[config.mk]
export PLATFORM = sky130hd
export DESIGN_NAME = fsu_flexible_serial_unit
export DESIGN_NICKNAME = d
export VERILOG_FILES = /design/src/fsu_pin_sync.v /design/src/fsu_flexible_serial_unit.v
export VERILOG_INCLUDE_DIRS = /design/src
export SDC_FILE = /design/constraint.sdc
export NUM_CORES = 1
export LEC_CHECK = 0
export ABC_AREA = 1
export BUFFER_PORTS_ARGS = -buffer_cell sky130_fd_sc_hd__buf_2
export CORE_MARGIN = 4
export CORE_UTILIZATION = 50
export CTS_CLUSTER_DIAMETER = 50
export DETAILED_ROUTE_END_ITERATION = 10
export HOLD_SLACK_MARGIN = 0.12
export MAX_ROUTING_LAYER = met4
export PLACE_DENSITY = 0.82
export REMOVE_ABC_BUFFERS = 1
export SLEW_MARGIN = 10
export SYNTH_ARGS = -nofsm -noshare
export SYNTH_HDL_FRONTEND = slang
export SYNTH_SLANG_ARGS = --single-unit
export TNS_END_PERCENT = 30
[constraint.sdc]
create_clock -name mclk -period 1.6 [get_ports mclk]
set_input_delay 0 -clock mclk [delete_from_list [all_inputs] [get_ports mclk]]
set_output_delay 0 -clock mclk [all_outputs]
set_load 0.05 [all_outputs]
[src/fsu_consts.vh]
// Offsets, fields, encodings and reset values of the serial unit.
`ifndef FSU_CONSTS_VH
`define FSU_CONSTS_VH

// ------------------------------------------------------------------
// Register offsets on the register port
// ------------------------------------------------------------------
`define FSU_ADDR_DATA      2'h0
`define FSU_ADDR_STATUS    2'h1
`define FSU_ADDR_CONTROL   2'h2

// ------------------------------------------------------------------
// Status and counter register fields
// ------------------------------------------------------------------
`define FSU_ST_START       7
`define FSU_ST_OVF         6
`define FSU_ST_STOP        5
`define FSU_ST_COLL        4
`define FSU_ST_CNT_HI      3
`define FSU_ST_CNT_LO      0

// ------------------------------------------------------------------
// Control register fields
// ------------------------------------------------------------------
`define FSU_CR_SIE         7
`define FSU_CR_OIE         6
`define FSU_CR_WM_HI       5
`define FSU_CR_WM_LO       4
`define FSU_CR_CS_HI       3
`define FSU_CR_CS_LO       2
`define FSU_CR_CLK         1
`define FSU_CR_TC          0

// ------------------------------------------------------------------
// Wire modes and clock sources
// ------------------------------------------------------------------
`define FSU_WM_OFF         2'h0
`define FSU_WM_THREE       2'h1
`define FSU_WM_TWO         2'h2
`define FSU_WM_TWO_HOLD    2'h3
`define FSU_CS_SOFT        2'h0
`define FSU_CS_TIMER       2'h1
`define FSU_CS_EXT_RISE    2'h2
`define FSU_CS_EXT_FALL    2'h3

// ------------------------------------------------------------------
// Reset values and limits
// ------------------------------------------------------------------
`define FSU_DATA_RST       8'h00
`define FSU_CNT_RST        4'h0
`define FSU_CNT_MAX        4'hf
`define FSU_WM_RST         2'h0
`define FSU_CS_RST         2'h0
`define FSU_RDATA_IDLE     8'h00
`define FSU_CLK_DIV_MIN    4

`endif

[src/fsu_pin_sync.v]
// Two-stage pin synchroniser with rising and falling edge detection.
`timescale 1ns/1ps

module fsu_pin_sync #(
  parameter WIDTH = 2
) (
  input  wire             mclk,
  input  wire             reset,
  input  wire [WIDTH-1:0] pin_async,
  output wire [WIDTH-1:0] level,
  output wire [WIDTH-1:0] rise,
  output wire [WIDTH-1:0] fall
);

  // ------------------------------------------------------------------
  // One synchroniser and edge detector per pin
  // ------------------------------------------------------------------
  genvar g;
  generate
    for (g = 0; g < WIDTH; g = g + 1)
    begin : g_pin
      reg stage1_r;
      reg stage2_r;
      reg prev_r;

      // Only the second stage reads the first; edges come from stage two.
      always @(posedge mclk)
      begin
        if (reset)
        begin
          stage1_r <= 1'b1;
          stage2_r <= 1'b1;
          prev_r   <= 1'b1;
        end
        else
        begin
          stage1_r <= pin_async[g];
          stage2_r <= stage1_r;
          prev_r   <= stage2_r;
        end
      end

      // Edge pulses last one cycle each.
      assign level[g] = stage2_r;
      assign rise[g]  = stage2_r & ~prev_r;
      assign fall[g]  = ~stage2_r & prev_r;
    end
  endgenerate

endmodule

[src/fsu_flexible_serial_unit.v]
// Flexible serial unit: shift register, 4-bit counter, flags, pin control.
//
// The strobed register port and the placing of the registers were chosen for this implementation.
`timescale 1ns/1ps
`include "fsu_consts.vh"

// Summary of operation
// - Serial clock at most a quarter of mclk.
// - Two-wire slave holds clock low until ready.
// - External clock counts on both edges.
// - Counter cascades with timer zero compare.
// - Counter preset to max overflows next edge.
// - Data write wins over a coinciding shift.
// - Shift left from input, clock chosen by source.
// - Inputs work even with wire mode off.
// - Output from data bit seven, direction gated.
// - Latch half-open external, always open internal.
// - Open latch passes new top bit immediately.
// - Start flag: start condition, else each count.
// - Start request when flag and enables set.
// - Start flag cleared by one, releases hold.
// - Overflow flag on wrap, cleared by one.
// - Overflow request gated by enables, idle wake.
// - Stop flag on stop condition, no request.
// - Collision reads shift bit seven versus pin.
// - Low status bits are counter, writable.
// - External source plus clock bit: toggle counts.
// - Overflow enable gates overflow request.
// - Hold mode keeps clock low while overflowed.
module fsu_flexible_serial_unit (
  input  wire       mclk,
  input  wire       reset,
  input  wire [1:0] reg_addr,
  input  wire [7:0] reg_wdata,
  input  wire       reg_wr,
  input  wire       reg_rd,
  output wire [7:0] reg_rdata,
  input  wire       serial_in_pin,
  input  wire       serial_clock_pin,
  input  wire       timer0_match,
  input  wire       global_int_enable,
  input  wire       do_dir,
  input  wire       sda_dir,
  input  wire       sda_port_bit,
  input  wire       scl_dir,
  input  wire       scl_port_bit,
  output wire       do_out,
  output wire       do_oe_n,
  output wire       sda_out,
  output wire       sda_oe_n,
  output wire       scl_out,
  output wire       scl_oe_n,
  output wire       start_irq,
  output wire       overflow_irq,
  output wire       counter_wrap,
  output wire       clock_toggle
);

  // ------------------------------------------------------------------
  // Start hold states
  // ------------------------------------------------------------------
  localparam [2:0] HOLD_IDLE  = 3'h1;
  localparam [2:0] HOLD_ARMED = 3'h2;
  localparam [2:0] HOLD_LOW   = 3'h4;

  // ------------------------------------------------------------------
  // Address decode helper
  // ------------------------------------------------------------------
  function hit;
    input [1:0] addr;
    input [1:0] target;
    begin
      hit = (addr == target);
    end
  endfunction

  // ------------------------------------------------------------------
  // State
  // ------------------------------------------------------------------
  reg [7:0] shift_r;
  reg [7:0] shift_nxt;
  reg [3:0] clock_count_r;
  reg [3:0] clock_count_nxt;
  reg       start_flag_r;
  reg       overflow_flag_r;
  reg       stop_flag_r;
  reg       start_interrupt_enable_r;
  reg       overflow_interrupt_enable_r;
  reg [1:0] wire_mode_select_r;
  reg [1:0] clock_source_select_r;
  reg       ext_soft_count_r;
  reg       out_latch_r;
  reg [2:0] hold_state_r;
  reg [2:0] hold_state_nxt;
  reg [7:0] rdata_r;
  reg [7:0] rdata_nxt;
  reg       counter_wrap_r;
  reg       clock_toggle_r;
  reg       shift_clk;
  reg       count_clk;

  wire       wr_data;
  wire       wr_status;
  wire       wr_control;
  wire       clk_strobe;
  wire       tc_strobe;
  wire [1:0] cs_eff;
  wire       ext_soft_eff;
  wire       two_wire;
  wire       count_inc;
  wire       start_det;
  wire       stop_det;
  wire       start_set;
  wire       overflow_set;
  wire       stop_set;
  wire       start_clear;
  wire       overflow_clear;
  wire       stop_clear;
  wire       latch_open;
  wire       out_bit;
  wire       collision;
  wire       start_hold;
  wire       overflow_hold;
  wire [1:0] pin_level;
  wire [1:0] pin_rise;
  wire [1:0] pin_fall;
  wire       sda_lvl;
  wire       scl_lvl;

  // ------------------------------------------------------------------
  // Pin synchronisers
  // ------------------------------------------------------------------
  // Edges need the pin to stay put for two mclk cycles, which limits the
  // serial clock to a quarter of mclk.
  fsu_pin_sync #(
    .WIDTH (2)
  ) u_sync (
    .mclk      (mclk),
    .reset     (reset),
    .pin_async ({serial_clock_pin, serial_in_pin}),
    .level     (pin_level),
    .rise      (pin_rise),
    .fall      (pin_fall)
  );

  assign sda_lvl = pin_level[0];
  assign scl_lvl = pin_level[1];

  // ------------------------------------------------------------------
  // Register strobes
  // ------------------------------------------------------------------
  // Strobes act in their own write, so that write's clock
  // source is used, not the stored one.
  assign wr_data      = reg_wr & hit(reg_addr, `FSU_ADDR_DATA);
  assign wr_status    = reg_wr & hit(reg_addr, `FSU_ADDR_STATUS);
  assign wr_control   = reg_wr & hit(reg_addr, `FSU_ADDR_CONTROL);
  assign clk_strobe   = wr_control & reg_wdata[`FSU_CR_CLK];
  assign tc_strobe    = wr_control & reg_wdata[`FSU_CR_TC];
  assign cs_eff       = wr_control ? reg_wdata[`FSU_CR_CS_HI:`FSU_CR_CS_LO]
                                   : clock_source_select_r;
  assign ext_soft_eff = wr_control ? (reg_wdata[`FSU_CR_CLK] & reg_wdata[`FSU_CR_CS_HI])
                                   : ext_soft_count_r;
  assign two_wire     = wire_mode_select_r[1];

  // ------------------------------------------------------------------
  // Clock selection for shifter and counter
  // ------------------------------------------------------------------
  // Pin clocks ignore the wire mode, so inputs stay
  // usable with outputs disabled.
  always @*
  begin
    shift_clk = 1'b0;
    count_clk = 1'b0;
    case (cs_eff)
      `FSU_CS_SOFT:
      begin
        shift_clk = clk_strobe;
        count_clk = clk_strobe;
      end
      `FSU_CS_TIMER:
      begin
        shift_clk = timer0_match;
        count_clk = timer0_match;
      end
      `FSU_CS_EXT_RISE:
      begin
        shift_clk = pin_rise[1];
        count_clk = ext_soft_eff ? tc_strobe
                                 : (pin_rise[1] | pin_fall[1]);
      end
      `FSU_CS_EXT_FALL:
      begin
        shift_clk = pin_fall[1];
        count_clk = ext_soft_eff ? tc_strobe
                                 : (pin_rise[1] | pin_fall[1]);
      end
      default:
      begin
        shift_clk = 1'b0;
        count_clk = 1'b0;
      end
    endcase
  end

  // A status write loads the counter and swallows a coinciding count.
  assign count_inc = count_clk & ~wr_status;

  // ------------------------------------------------------------------
  // Shift register and counter next values
  // ------------------------------------------------------------------
  always @*
  begin
    shift_nxt = shift_r;
    if (wr_data)
    begin
      shift_nxt = reg_wdata;
    end
    else if (shift_clk)
    begin
      shift_nxt = {shift_r[6:0], sda_lvl};
    end
  end

  always @*
  begin
    clock_count_nxt = clock_count_r;
    if (wr_status)
    begin
      clock_count_nxt = reg_wdata[`FSU_ST_CNT_HI:`FSU_ST_CNT_LO];
    end
    else if (count_inc)
    begin
      clock_count_nxt = clock_count_r + 4'h1;
    end
  end

  // ------------------------------------------------------------------
  // Bus conditions and flag events
  // ------------------------------------------------------------------
  // Data moving while the clock line is high marks start or stop.
  assign start_det      = two_wire & scl_lvl & pin_fall[0];
  assign stop_det       = two_wire & scl_lvl & pin_rise[0];
  assign start_set      = two_wire ? start_det : count_inc;
  assign overflow_set   = count_inc & (clock_count_r == `FSU_CNT_MAX);
  assign stop_set       = stop_det;
  assign start_clear    = wr_status & reg_wdata[`FSU_ST_START];
  assign overflow_clear = wr_status & reg_wdata[`FSU_ST_OVF];
  assign stop_clear     = wr_status & reg_wdata[`FSU_ST_STOP];

  // ------------------------------------------------------------------
  // Start hold state machine
  // ------------------------------------------------------------------
  // A start arms the hold; the next falling clock engages
  // it until software clears the start flag.
  always @*
  begin
    hold_state_nxt = hold_state_r;
    case (hold_state_r)
      HOLD_IDLE:
      begin
        if (start_det)
        begin
          hold_state_nxt = HOLD_ARMED;
        end
      end
      HOLD_ARMED:
      begin
        if (start_clear & ~start_det)
        begin
          hold_state_nxt = HOLD_IDLE;
        end
        else if (pin_fall[1])
        begin
          hold_state_nxt = HOLD_LOW;
        end
      end
      HOLD_LOW:
      begin
        if (start_clear)
        begin
          hold_state_nxt = start_det ? HOLD_ARMED : HOLD_IDLE;
        end
      end
      default:
      begin
        hold_state_nxt = HOLD_IDLE;
      end
    endcase
    if (~two_wire)
    begin
      hold_state_nxt = HOLD_IDLE;
    end
  end

  // ------------------------------------------------------------------
  // Output latch and pin drive
  // ------------------------------------------------------------------
  // An external clock opens the latch only in the half period
  // before the shifting edge, so output and sampling use opposite edges.
  assign latch_open    = ~clock_source_select_r[1] |
                         (scl_lvl == clock_source_select_r[0]);
  assign out_bit       = latch_open ? shift_r[7] : out_latch_r;
  assign collision     = shift_r[7] ^ sda_lvl;
  assign start_hold    = (hold_state_r == HOLD_LOW);
  assign overflow_hold = (wire_mode_select_r == `FSU_WM_TWO_HOLD) & overflow_flag_r;

  // Open-drain lines only ever pull low; enables are active low.
  assign do_out   = out_bit;
  assign do_oe_n  = ~(do_dir & (wire_mode_select_r == `FSU_WM_THREE));
  assign sda_out  = 1'b0;
  assign sda_oe_n = ~(two_wire & sda_dir & (~out_bit | ~sda_port_bit));
  assign scl_out  = 1'b0;
  assign scl_oe_n = ~(two_wire & scl_dir &
                      (~scl_port_bit | start_hold | overflow_hold));

  // ------------------------------------------------------------------
  // Requests to the interrupt controller
  // ------------------------------------------------------------------
  // Plain gating of stored flags: a pending flag requests
  // as soon as the last enable comes on. Start may wake from
  // any sleep mode, overflow only from idle.
  assign start_irq    = start_flag_r & start_interrupt_enable_r &
                        global_int_enable;
  assign overflow_irq = overflow_flag_r & overflow_interrupt_enable_r &
                        global_int_enable;
  assign counter_wrap = counter_wrap_r;
  assign clock_toggle = clock_toggle_r;

  // ------------------------------------------------------------------
  // Read data
  // ------------------------------------------------------------------
  // Strobe bits read as zero; an unmapped offset reads zero.
  always @*
  begin
    rdata_nxt = `FSU_RDATA_IDLE;
    if (reg_rd)
    begin
      case (reg_addr)
        `FSU_ADDR_DATA:
        begin
          rdata_nxt = shift_r;
        end
        `FSU_ADDR_STATUS:
        begin
          rdata_nxt = {start_flag_r, overflow_flag_r, stop_flag_r,
                       collision, clock_count_r};
        end
        `FSU_ADDR_CONTROL:
        begin
          rdata_nxt = {start_interrupt_enable_r, overflow_interrupt_enable_r,
                       wire_mode_select_r, clock_source_select_r, 2'h0};
        end
        default:
        begin
          rdata_nxt = `FSU_RDATA_IDLE;
        end
      endcase
    end
  end

  assign reg_rdata = rdata_r;

  // ------------------------------------------------------------------
  // Registers
  // ------------------------------------------------------------------
  // Every flag lets a set win over a clear in the same cycle.
  always @(posedge mclk)
  begin
    if (reset)
    begin
      shift_r                     <= `FSU_DATA_RST;
      clock_count_r               <= `FSU_CNT_RST;
      start_flag_r                <= 1'b0;
      overflow_flag_r             <= 1'b0;
      stop_flag_r                 <= 1'b0;
      start_interrupt_enable_r    <= 1'b0;
      overflow_interrupt_enable_r <= 1'b0;
      wire_mode_select_r          <= `FSU_WM_RST;
      clock_source_select_r       <= `FSU_CS_RST;
      ext_soft_count_r            <= 1'b0;
      out_latch_r                 <= 1'b0;
      hold_state_r                <= HOLD_IDLE;
      rdata_r                     <= `FSU_RDATA_IDLE;
      counter_wrap_r              <= 1'b0;
      clock_toggle_r              <= 1'b0;
    end
    else
    begin
      shift_r         <= shift_nxt;
      clock_count_r   <= clock_count_nxt;
      start_flag_r    <= start_set | (start_flag_r & ~start_clear);
      overflow_flag_r <= overflow_set | (overflow_flag_r & ~overflow_clear);
      stop_flag_r     <= stop_set | (stop_flag_r & ~stop_clear);
      if (wr_control)
      begin
        start_interrupt_enable_r    <= reg_wdata[`FSU_CR_SIE];
        overflow_interrupt_enable_r <= reg_wdata[`FSU_CR_OIE];
        wire_mode_select_r          <= reg_wdata[`FSU_CR_WM_HI:`FSU_CR_WM_LO];
        clock_source_select_r       <= reg_wdata[`FSU_CR_CS_HI:`FSU_CR_CS_LO];
        ext_soft_count_r            <= ext_soft_eff;
      end
      if (latch_open)
      begin
        out_latch_r <= shift_r[7];
      end
      hold_state_r   <= hold_state_nxt;
      rdata_r        <= rdata_nxt;
      counter_wrap_r <= overflow_set;
      clock_toggle_r <= tc_strobe & ~cs_eff[1];
    end
  end

endmodule

==> results of run 1 <==
## area by class of cell
type / count / area [sq um]
multi-input combinational: 201 / 1010
sequential: 42 / 842
timing repair buffer: 56 / 367
tap: 50 / 62.6
fill: 363 / 1460
clock buffer: 6 / 82.6
inverter: 53 / 199
## metrics by stage
stage	area, sq um	TNS, ns	total power, W	util
after global placement	2340	0	0.00147	0.580
final	2570	0	0.00214	0.637
after CTS	2560	0	0.00215	0.636
after floorplan	2050	0	0.00136	-
after global routing	2570	-0.00765	0.00223	0.637
after detailed placement	2340	0	0.00148	0.580
## where the power goes
part	internal, W	switching, W	leakage, nW
registers	0.00109	0.0000338	0.342
logic	0.000135	0.000229	0.885
clock network	0.000333	0.000321	0.0431
total	0.00156	0.000583	1.27
## sequential cells by signal (all words and copies together), names as in the netlist
register,flops
reg_rdata,8
shift_r,8
clock_count_r,4
hold_state_r,3
clock_source_select_r,2
u_sync.g_pin.prev_r,2
u_sync.g_pin.stage1_r,2
u_sync.g_pin.stage2_r,2
wire_mode_select_r,2
clock_toggle,1
counter_wrap,1
ext_soft_count_r,1
out_latch_r,1
overflow_flag_r,1
overflow_interrupt_enable_r,1
start_flag_r,1
start_interrupt_enable_r,1
stop_flag_r,1
## how the worst max path moves through the flow
stage,startpoint,endpoint,slack (ns),cells past startpoint
after floorplan,u_sync.g_pin[1].stage2_r,sda_oe_n,0.07,6
after global placement,u_sync.g_pin[1].stage2_r,shift_r[2],0.14,7
after detailed placement,u_sync.g_pin[1].stage2_r,shift_r[6],0.07,7
after CTS,u_sync.g_pin[1].stage2_r,sda_oe_n,0.03,7
after global routing,clock_source_select_r[1],sda_oe_n,-0.008,8
final,clock_source_select_r[1],sda_oe_n,0.10,8
## worst max-delay path, delay by kind of cell (launching register included)
kind,cells,cell delay [ns]
compound gates,3,0.42
flops,1,0.34
buf+inv,2,0.23
simple gates,3,0.22
## cells in the mapped netlist, types with 3 or more instances
library cell / number / area share
nand2_1: 73 / 0.13
inv_1: 50 / 0.089
dfxtp_1: 42 / 0.40
nor2_1: 28 / 0.050
nand3_1: 22 / 0.052
a21oi_1: 17 / 0.040
o21ai_0: 16 / 0.038
nand4_1: 7 / 0.021
nor3_1: 5 / 0.012
o211ai_1: 4 / 0.014
or2_2: 4 / 0.012
buf_4: 3 / 0.011
clkbuf_1: 3 / 0.0053
ha_1: 3 / 0.018
inv_2: 3 / 0.0053
mux2_2: 3 / 0.016
## repair_timing
item | CTS | global route
gates resized for setup | 1 | 3
gates cloned | 0 | 0
setup endpoints to repair | 1 | 10
hold buffers | 14 | 0
hold endpoints to repair | 19 | 0
## metal layers
layer,vias up,share of wire,GRT usage
li1,1072,-,-
met1,931,0.43,0.273
met2,75,0.48,0.362
met3,11,0.069,0.0289
met4,0,0.024,0.0820
met5,-,0,-
## cell families (layout without fill, tap and decap cells)
family | count (synthesis) | in the layout | share of synthesized area
other | 1 | 2 | 0.00178
adders and majority gates | 3 | 3 | 0.0178
DFF | 42 | 42 | 0.398
muxes | 3 | 3 | 0.0160
xor gates and xnor gates | 2 | 2 | 0.00830
and+or+nand+nor | 146 | 146 | 0.313
buffers and inverters | 62 | 115 | 0.123
AOI/OAI and AO/OA | 45 | 45 | 0.122
==> tab_implementation.tex, run 1 <==
\begin{tabular}{lr}
\hline
Metric & Value \\
\hline
\multicolumn{2}{l}{\textbf{Status}} \\
Run status & completed \\
\multicolumn{2}{l}{\textbf{Timing}} \\
Final setup slack of the worst path & $\sim$0.10 ns \\
Worst Clk Skew & $\sim$0.0047 ns \\
Max Freq & 668 MHz \\
Endpoints failing setup & 0 \\
Final number of hold-violating endpoints & 0 \\
Minimum period implied by the final worst setup slack & approximately 1.5 ns \\
Worst hold slack & 0.142 ns \\
Unrepaired setup endpoints after global routing & true \\
Final number of max-transition violations & 0 \\
Final period util & 0.936 \\
\multicolumn{2}{l}{\textbf{Critical path}} \\
CP max-delay cell & dfxtp\_1 \\
Cell-by-cell listing of the critical path & inv\_1 > a21oi\_1 > o21ai\_1 > nand2\_1 > o21a\_1 > nand2\_1 > nand3\_1 > buf\_6 \\
CP peak stage delay & approximately 0.34 ns \\
Reg-to-reg endpoint & shift\_r[6] \\
Arrival time at the worst endpoint & $\sim$1.5 ns \\
Crit-path max FO & 3 \\
Logic depth of the worst register-to-register path & 7 \\
Kind of critical path & register to output pin \\
Required time of the critical path & 1.60 ns \\
Crit end category & output pin \\
Most frequent CP cell & nand2\_1 \\
Element type at the critical path start & register \\
Flop2flop setup slack & approximately 0.13 ns \\
R2R Path Start & u\_sync.g\_pin[1].stage2\_r \\
\multicolumn{2}{l}{\textbf{Synthesis}} \\
Async set or reset register ratio after synthesis & 0 \\
Count of state elements after synthesis & between 40 and 50 \\
Netlist area before placement & roughly 2100 sq um \\
Number of instances in the synthesized netlist & 304 \\
Post-synthesis average cell area & 6.94 sq um \\
Most common flop cell mapped by yosys & dfxtp\_1 \\
Count of warnings emitted by yosys & 0 \\
Part of the Yosys area used for sequential elements & 0.398 \\
Count of flip-flops with a built-in enable after synthesis & 0 \\
Number of distinct library cells after synthesis & 31 \\
\multicolumn{2}{l}{\textbf{Floorplanning}} \\
Area of the die & 5330 sq um \\
Width of the chip & 73.0 um \\
Std-Cell Rows & 23 \\
Starting density of the core & 0.524 \\
Die span in y & 73.0 um \\
Area of the core & 4030 sq um \\
Number of primary I/O pins & 41 \\
\multicolumn{2}{l}{\textbf{Layout}} \\
ANT cells & 0 \\
Share of layout cells above drive strength 1 & 0.187 \\
Most frequent cells in the layout & 73 x nand2\_1, 50 x inv\_1, 41 x dfxtp\_1 \\
Post-layout nets & about 390 \\
Cell Count, Final, Fillers Out & around 410 \\
Commonest non-fill, non-tap cell in the layout & nand2\_1 \\
Layout Area Growth over Synthesis & 21.6\% \\
\multicolumn{2}{l}{\textbf{Drt}} \\
Number of vias in the routed layout & between 2000 and 2500 \\
DR DRC count & 0 \\
Remaining antenna violation count & 0 \\
Number of detailed-routing iterations run before antenna repair & 4 \\
Total detailed-routing wirelength & around 5.2 mm \\
Detail-routed via count per cell & just over 5 \\
Initial drt markers & about 200 \\
Routed length per instance & roughly 13 um \\
\multicolumn{2}{l}{\textbf{Place}} \\
Post-placement worst setup slack & 0.0724 ns \\
Placer Congestion & about 0.89 \\
Buffers on Ports & 38 \\
DP Wirelength & around 3.9 mm \\
Instance count after placement with tap cells included & between 300 and 400 \\
\multicolumn{2}{l}{\textbf{Clock tree}} \\
Num CTS Buffers & 5 \\
Clock transition at the registers of the reported paths & around 0.07 ns \\
CTS tree & built \\
Maximum count of clock buffers along a single path & 2 \\
Number of buffers inserted to repair setup after CTS & 0 \\
CTS HTree Levels & 2 \\
Later-pin clock latency in the skew report & about 0.28 ns \\
Clock root buffer & clkbuf\_8 \\
Clock sinks & 42 \\
\multicolumn{2}{l}{\textbf{GRT}} \\
Overall overflow remaining after global route & 0 \\
Tot GR Track Use & 0.219 \\
Maximum number of pins on one net before global-route repair & 17 \\
Vias in the first global route & 1982 \\
Wire length of the first global-routing pass & 8.91 mm \\
Antenna violations before repair & 0 \\
\multicolumn{2}{l}{\textbf{Power}} \\
Total power per unit cell area & around 830 nW/um\^{}2 \\
Leakage power total & roughly 1.3 nW \\
Maximum vdd ir drop & around 430 uV \\
\multicolumn{2}{l}{\textbf{Flow run}} \\
Number of max-cap violations & 0 \\
\multicolumn{2}{l}{\textbf{Worst hold path}} \\
Worst-case hold path end point & ext\_soft\_count\_r \\
Min-delay worst type & primary input to register \\
Hold Path Depth & 4 \\
Hold\_sp & reg\_addr[0] \\
\hline
\end{tabular}
(Power assumes the default switching activity.)
==> run 2: changes to the inputs <==
MAX_ROUTING_LAYER = not set   (was met4)
PLACE_DENSITY = 0.72   (was 0.82)
SYNTH_HIERARCHICAL = 1   (was not set)
==> run 2 against run 1 <==
- clock power rose by 0.9%
- total power increased by 2.0%
- sequential power hardly changed
- global-route usage decreased by 0.91 points
- critical endpoint unchanged
- sequential cell count is the same
==> tab_implementation.tex, run 2 <==
\begin{tabular}{lr}
\hline
Metric & Value \\
\hline
\multicolumn{2}{l}{\textbf{Place}} \\
Instance count after placement with tap cells included & 406 (+4.6\%) \\
Buffers on Ports & 38 (unchanged) \\
Post-placement worst setup slack & 0.207 ns (+0.135 ns) \\
DP Wirelength & 4.19 mm (+6.6\%) \\
Placer Congestion & 0.907 (+1.5\%) \\
\multicolumn{2}{l}{\textbf{GRT}} \\
Tot GR Track Use & 0.210 (-0.00912) \\
Wire length of the first global-routing pass & 8.91 mm (about the same) \\
Overall overflow remaining after global route & 0 (unchanged) \\
Antenna violations before repair & 0 (unchanged) \\
Maximum number of pins on one net before global-route repair & 16 (-1) \\
Vias in the first global route & 1999 (+0.86\%) \\
\multicolumn{2}{l}{\textbf{Layout}} \\
Share of layout cells above drive strength 1 & 0.177 (-0.00973) \\
ANT cells & 0 (unchanged) \\
Commonest non-fill, non-tap cell in the layout & nand2\_1 \\
Most frequent cells in the layout & 78 x nand2\_1, 55 x inv\_1, 42 x dfxtp\_1 \\
Layout Area Growth over Synthesis & 17.3\% \\
Finished Core Util & 0.628 (-0.00941) \\
Post-layout nets & 397 (+3.1\%) \\
Cell Count, Final, Fillers Out & 422 (+3.4\%) \\
\multicolumn{2}{l}{\textbf{Floorplanning}} \\
Die span in y & 74.3 um (+1.9\%) \\
Width of the chip & 74.3 um (+1.9\%) \\
Area of the die & 5530 sq um (+3.8\%) \\
Number of primary I/O pins & 41 (unchanged) \\
Starting density of the core & 0.535 (+0.0109) \\
Std-Cell Rows & 23 (unchanged) \\
Area of the core & 4120 sq um (+2.1\%) \\
\multicolumn{2}{l}{\textbf{Synthesis}} \\
Most common flop cell mapped by yosys & dfxtp\_1 \\
Number of instances in the synthesized netlist & 325 (+6.9\%) \\
Count of flip-flops with a built-in enable after synthesis & 0 (unchanged) \\
Part of the Yosys area used for sequential elements & 0.382 (-0.0163) \\
Netlist area before placement & 2200 sq um (+4.3\%) \\
Most numerous cell in the Yosys netlist & nand2\_1 \\
Count of warnings emitted by yosys & 6 (+6) \\
Async set or reset register ratio after synthesis & 0 (unchanged) \\
Share of the synthesized area in the top cell type & 0.382 (-0.0163) \\
Number of distinct library cells after synthesis & 34 (+9.7\%) \\
Post-synthesis average cell area & 6.77 sq um (-2.5\%) \\
Top post-synthesis cells by area & dfxtp\_1 38\%, nand2\_1 13\%, inv\_1 9.4\% \\
Count of state elements after synthesis & 42 (unchanged) \\
Most numerous cell types in the synthesized netlist & 78 x nand2\_1, 55 x inv\_1, 42 x dfxtp\_1 \\
Largest area contributor in the synthesized netlist & dfxtp\_1 \\
\multicolumn{2}{l}{\textbf{Critical path}} \\
R2R Path Start & u\_sync/g\_pin[1].stage2\_r \\
CP peak stage delay & 0.33 ns (about the same) \\
Required time of the critical path & 1.60 ns (about the same) \\
Cell-by-cell listing of the critical path & inv\_1 > a21oi\_1 > o21ai\_0 > nand2\_1 > o21a\_1 > nand2\_1 > nand3\_1 > buf\_6 \\
Startpoint of the worst setup timing path & clock\_source\_select\_r[1] \\
Arrival time at the worst endpoint & 1.43 ns (-0.07 ns) \\
Crit end category & output pin \\
Crit-path max FO & 3 (unchanged) \\
CP max-delay cell & dfxtp\_1 \\
Flop2flop setup slack & 0.22 ns (+0.09 ns) \\
Element type at the critical path start & register \\
Most frequent CP cell & nand2\_1 \\
Kind of critical path & register to output pin \\
\multicolumn{2}{l}{\textbf{Timing}} \\
Final period util & 0.893 (-0.0425) \\
Minimum period implied by the final worst setup slack & 1.43 ns (-0.0680 ns) \\
Unrepaired setup endpoints after global routing & false \\
Final setup slack of the worst path & 0.171 ns (+0.0680 ns) \\
Final number of hold-violating endpoints & 0 (unchanged) \\
Final number of max-transition violations & 0 (unchanged) \\
Worst hold slack & 0.131 ns (-0.0114 ns) \\
Worst Clk Skew & 0.00559 ns (+0.000863 ns) \\
Max Freq & 700 MHz (+4.8\%) \\
Setup TNS after final layout & 0 ns (unchanged) \\
Endpoints failing setup & 0 (unchanged) \\
\multicolumn{2}{l}{\textbf{Power}} \\
Leakage power total & 1.32 nW (+4.2\%) \\
Maximum vdd ir drop & 469 uV (+9.8\%) \\
Total power per unit cell area & 846 nW/um\^{}2 (+1.4\%) \\
\multicolumn{2}{l}{\textbf{Clock tree}} \\
Clock sinks & 42 (unchanged) \\
CTS tree & built \\
Number of buffers inserted to repair setup after CTS & 0 (unchanged) \\
Num CTS Buffers & 5 (unchanged) \\
Maximum count of clock buffers along a single path & 2 (unchanged) \\
Clock root buffer & clkbuf\_8 \\
Clock transition at the registers of the reported paths & 0.07 ns (about the same) \\
CTS HTree Levels & 2 (unchanged) \\
Later-pin clock latency in the skew report & 0.29 ns (about the same) \\
\multicolumn{2}{l}{\textbf{Worst hold path}} \\
Hold\_sp & reg\_wdata[2] \\
Min-delay worst type & primary input to register \\
\multicolumn{2}{l}{\textbf{Drt}} \\
Detail-routed via count per cell & 5.10 (-0.45\%) \\
Total detailed-routing wirelength & 5.37 mm (+2.9\%) \\
Number of vias in the routed layout & 2151 (+3.0\%) \\
Number of detailed-routing iterations run before antenna repair & 4 (unchanged) \\
DR DRC count & 0 (unchanged) \\
Initial drt markers & 195 (-1.0\%) \\
Routed length per instance & 12.7 um (-0.52\%) \\
Remaining antenna violation count & 0 (unchanged) \\
\multicolumn{2}{l}{\textbf{Status}} \\
Run status & completed \\
\multicolumn{2}{l}{\textbf{Flow run}} \\
Number of max-cap violations & 0 (unchanged) \\
\hline
\end{tabular}
[run 2: cell types whose count changed in the layout (fill, tap and decap cells not counted), moves of 3 or more]
| cell | before | now |
|---|---|---|
| nor2_1 | 28 | 35 |
| inv_1 | 50 | 55 |
| nand2_1 | 73 | 78 |
| nand4_1 | 7 | 12 |
| dlygate4sd3_1 | 14 | 10 |
| nand3_1 | 22 | 18 |
| o21ai_0 | 15 | 19 |
| nand3_2 | 0 | 3 |
| nor2_4 | 0 | 3 |
| or2_2 | 4 | 1 |
[run 2: cells by family after synthesis]
logic type | after synthesis | synth area share
buffers and inverters | 70 | 0.142
adders and majority gates | 1 | 0.00568
xor gates and xnor gates | 2 | 0.00796
DFF | 42 | 0.382
muxes | 3 | 0.0153
and+or+nand+nor | 161 | 0.332
AOI/OAI and AO/OA | 45 | 0.114
other | 1 | 0.00170
[run 2: layout make-up]
| class | count | area, sq um |
|---|---|---|
| Tap cell | 50 | 62.6 |
| Inverter | 58 | 218 |
| Fill cell | 403 | 1530 |
| Timing Repair Buffer | 52 | 327 |
| Clock buffer | 6 | 82.6 |
| Multi-Input combinational cell | 214 | 1050 |
| Sequential cell | 42 | 841 |
[run 2: final timing paths]
check                              to  cells past startpoint
min                  clock_count_r[2]                      5
min reg2reg  u_sync/g_pin[0].stage2_r                      2
max reg2reg                shift_r[7]                      9
max                          sda_oe_n                      8
[run 2: metal layers]
layer | part of all wire | GRT usage | vias up
met5 | 0 | 0 | -
met4 | 0.0078 | 0.0672 | 0
met2 | 0.45 | 0.344 | 71
li1 | - | - | 1117
met3 | 0.076 | 0.0338 | 6
met1 | 0.46 | 0.285 | 957
[run 2: where the power goes]
| group | switching, W | internal [W] |
|---|---|---|
| clock network | 0.000326 | 0.000333 |
| logic | 0.000256 | 0.000139 |
| registers | 0.0000357 | 0.00110 |
| total | 0.000618 | 0.00157 |
[run 2: per-stage QoR]
stage,instance area (sq um),power [W]
finish,2580,0.00218
floorplan,2110,0.00140
detailed placement,2390,0.00153
global placement,2390,0.00153
global route,2580,0.00230
CTS,2580,0.00220
[run 2: worst max-delay path, delay by kind of cell, from the launching register on]
family,cells,cell delay [ns]
buffers and inverters,2,0.24
and+or+nand+nor,3,0.20
AOI/OAI and AO/OA,3,0.37
DFF,1,0.33
[run 2: timing repair]
item,4_1_cts,5_1_grt
endpoints found under the setup margin,0,1
hold buffers,10,0
gates resized for setup,0,3
hold endpoints to repair,21,0
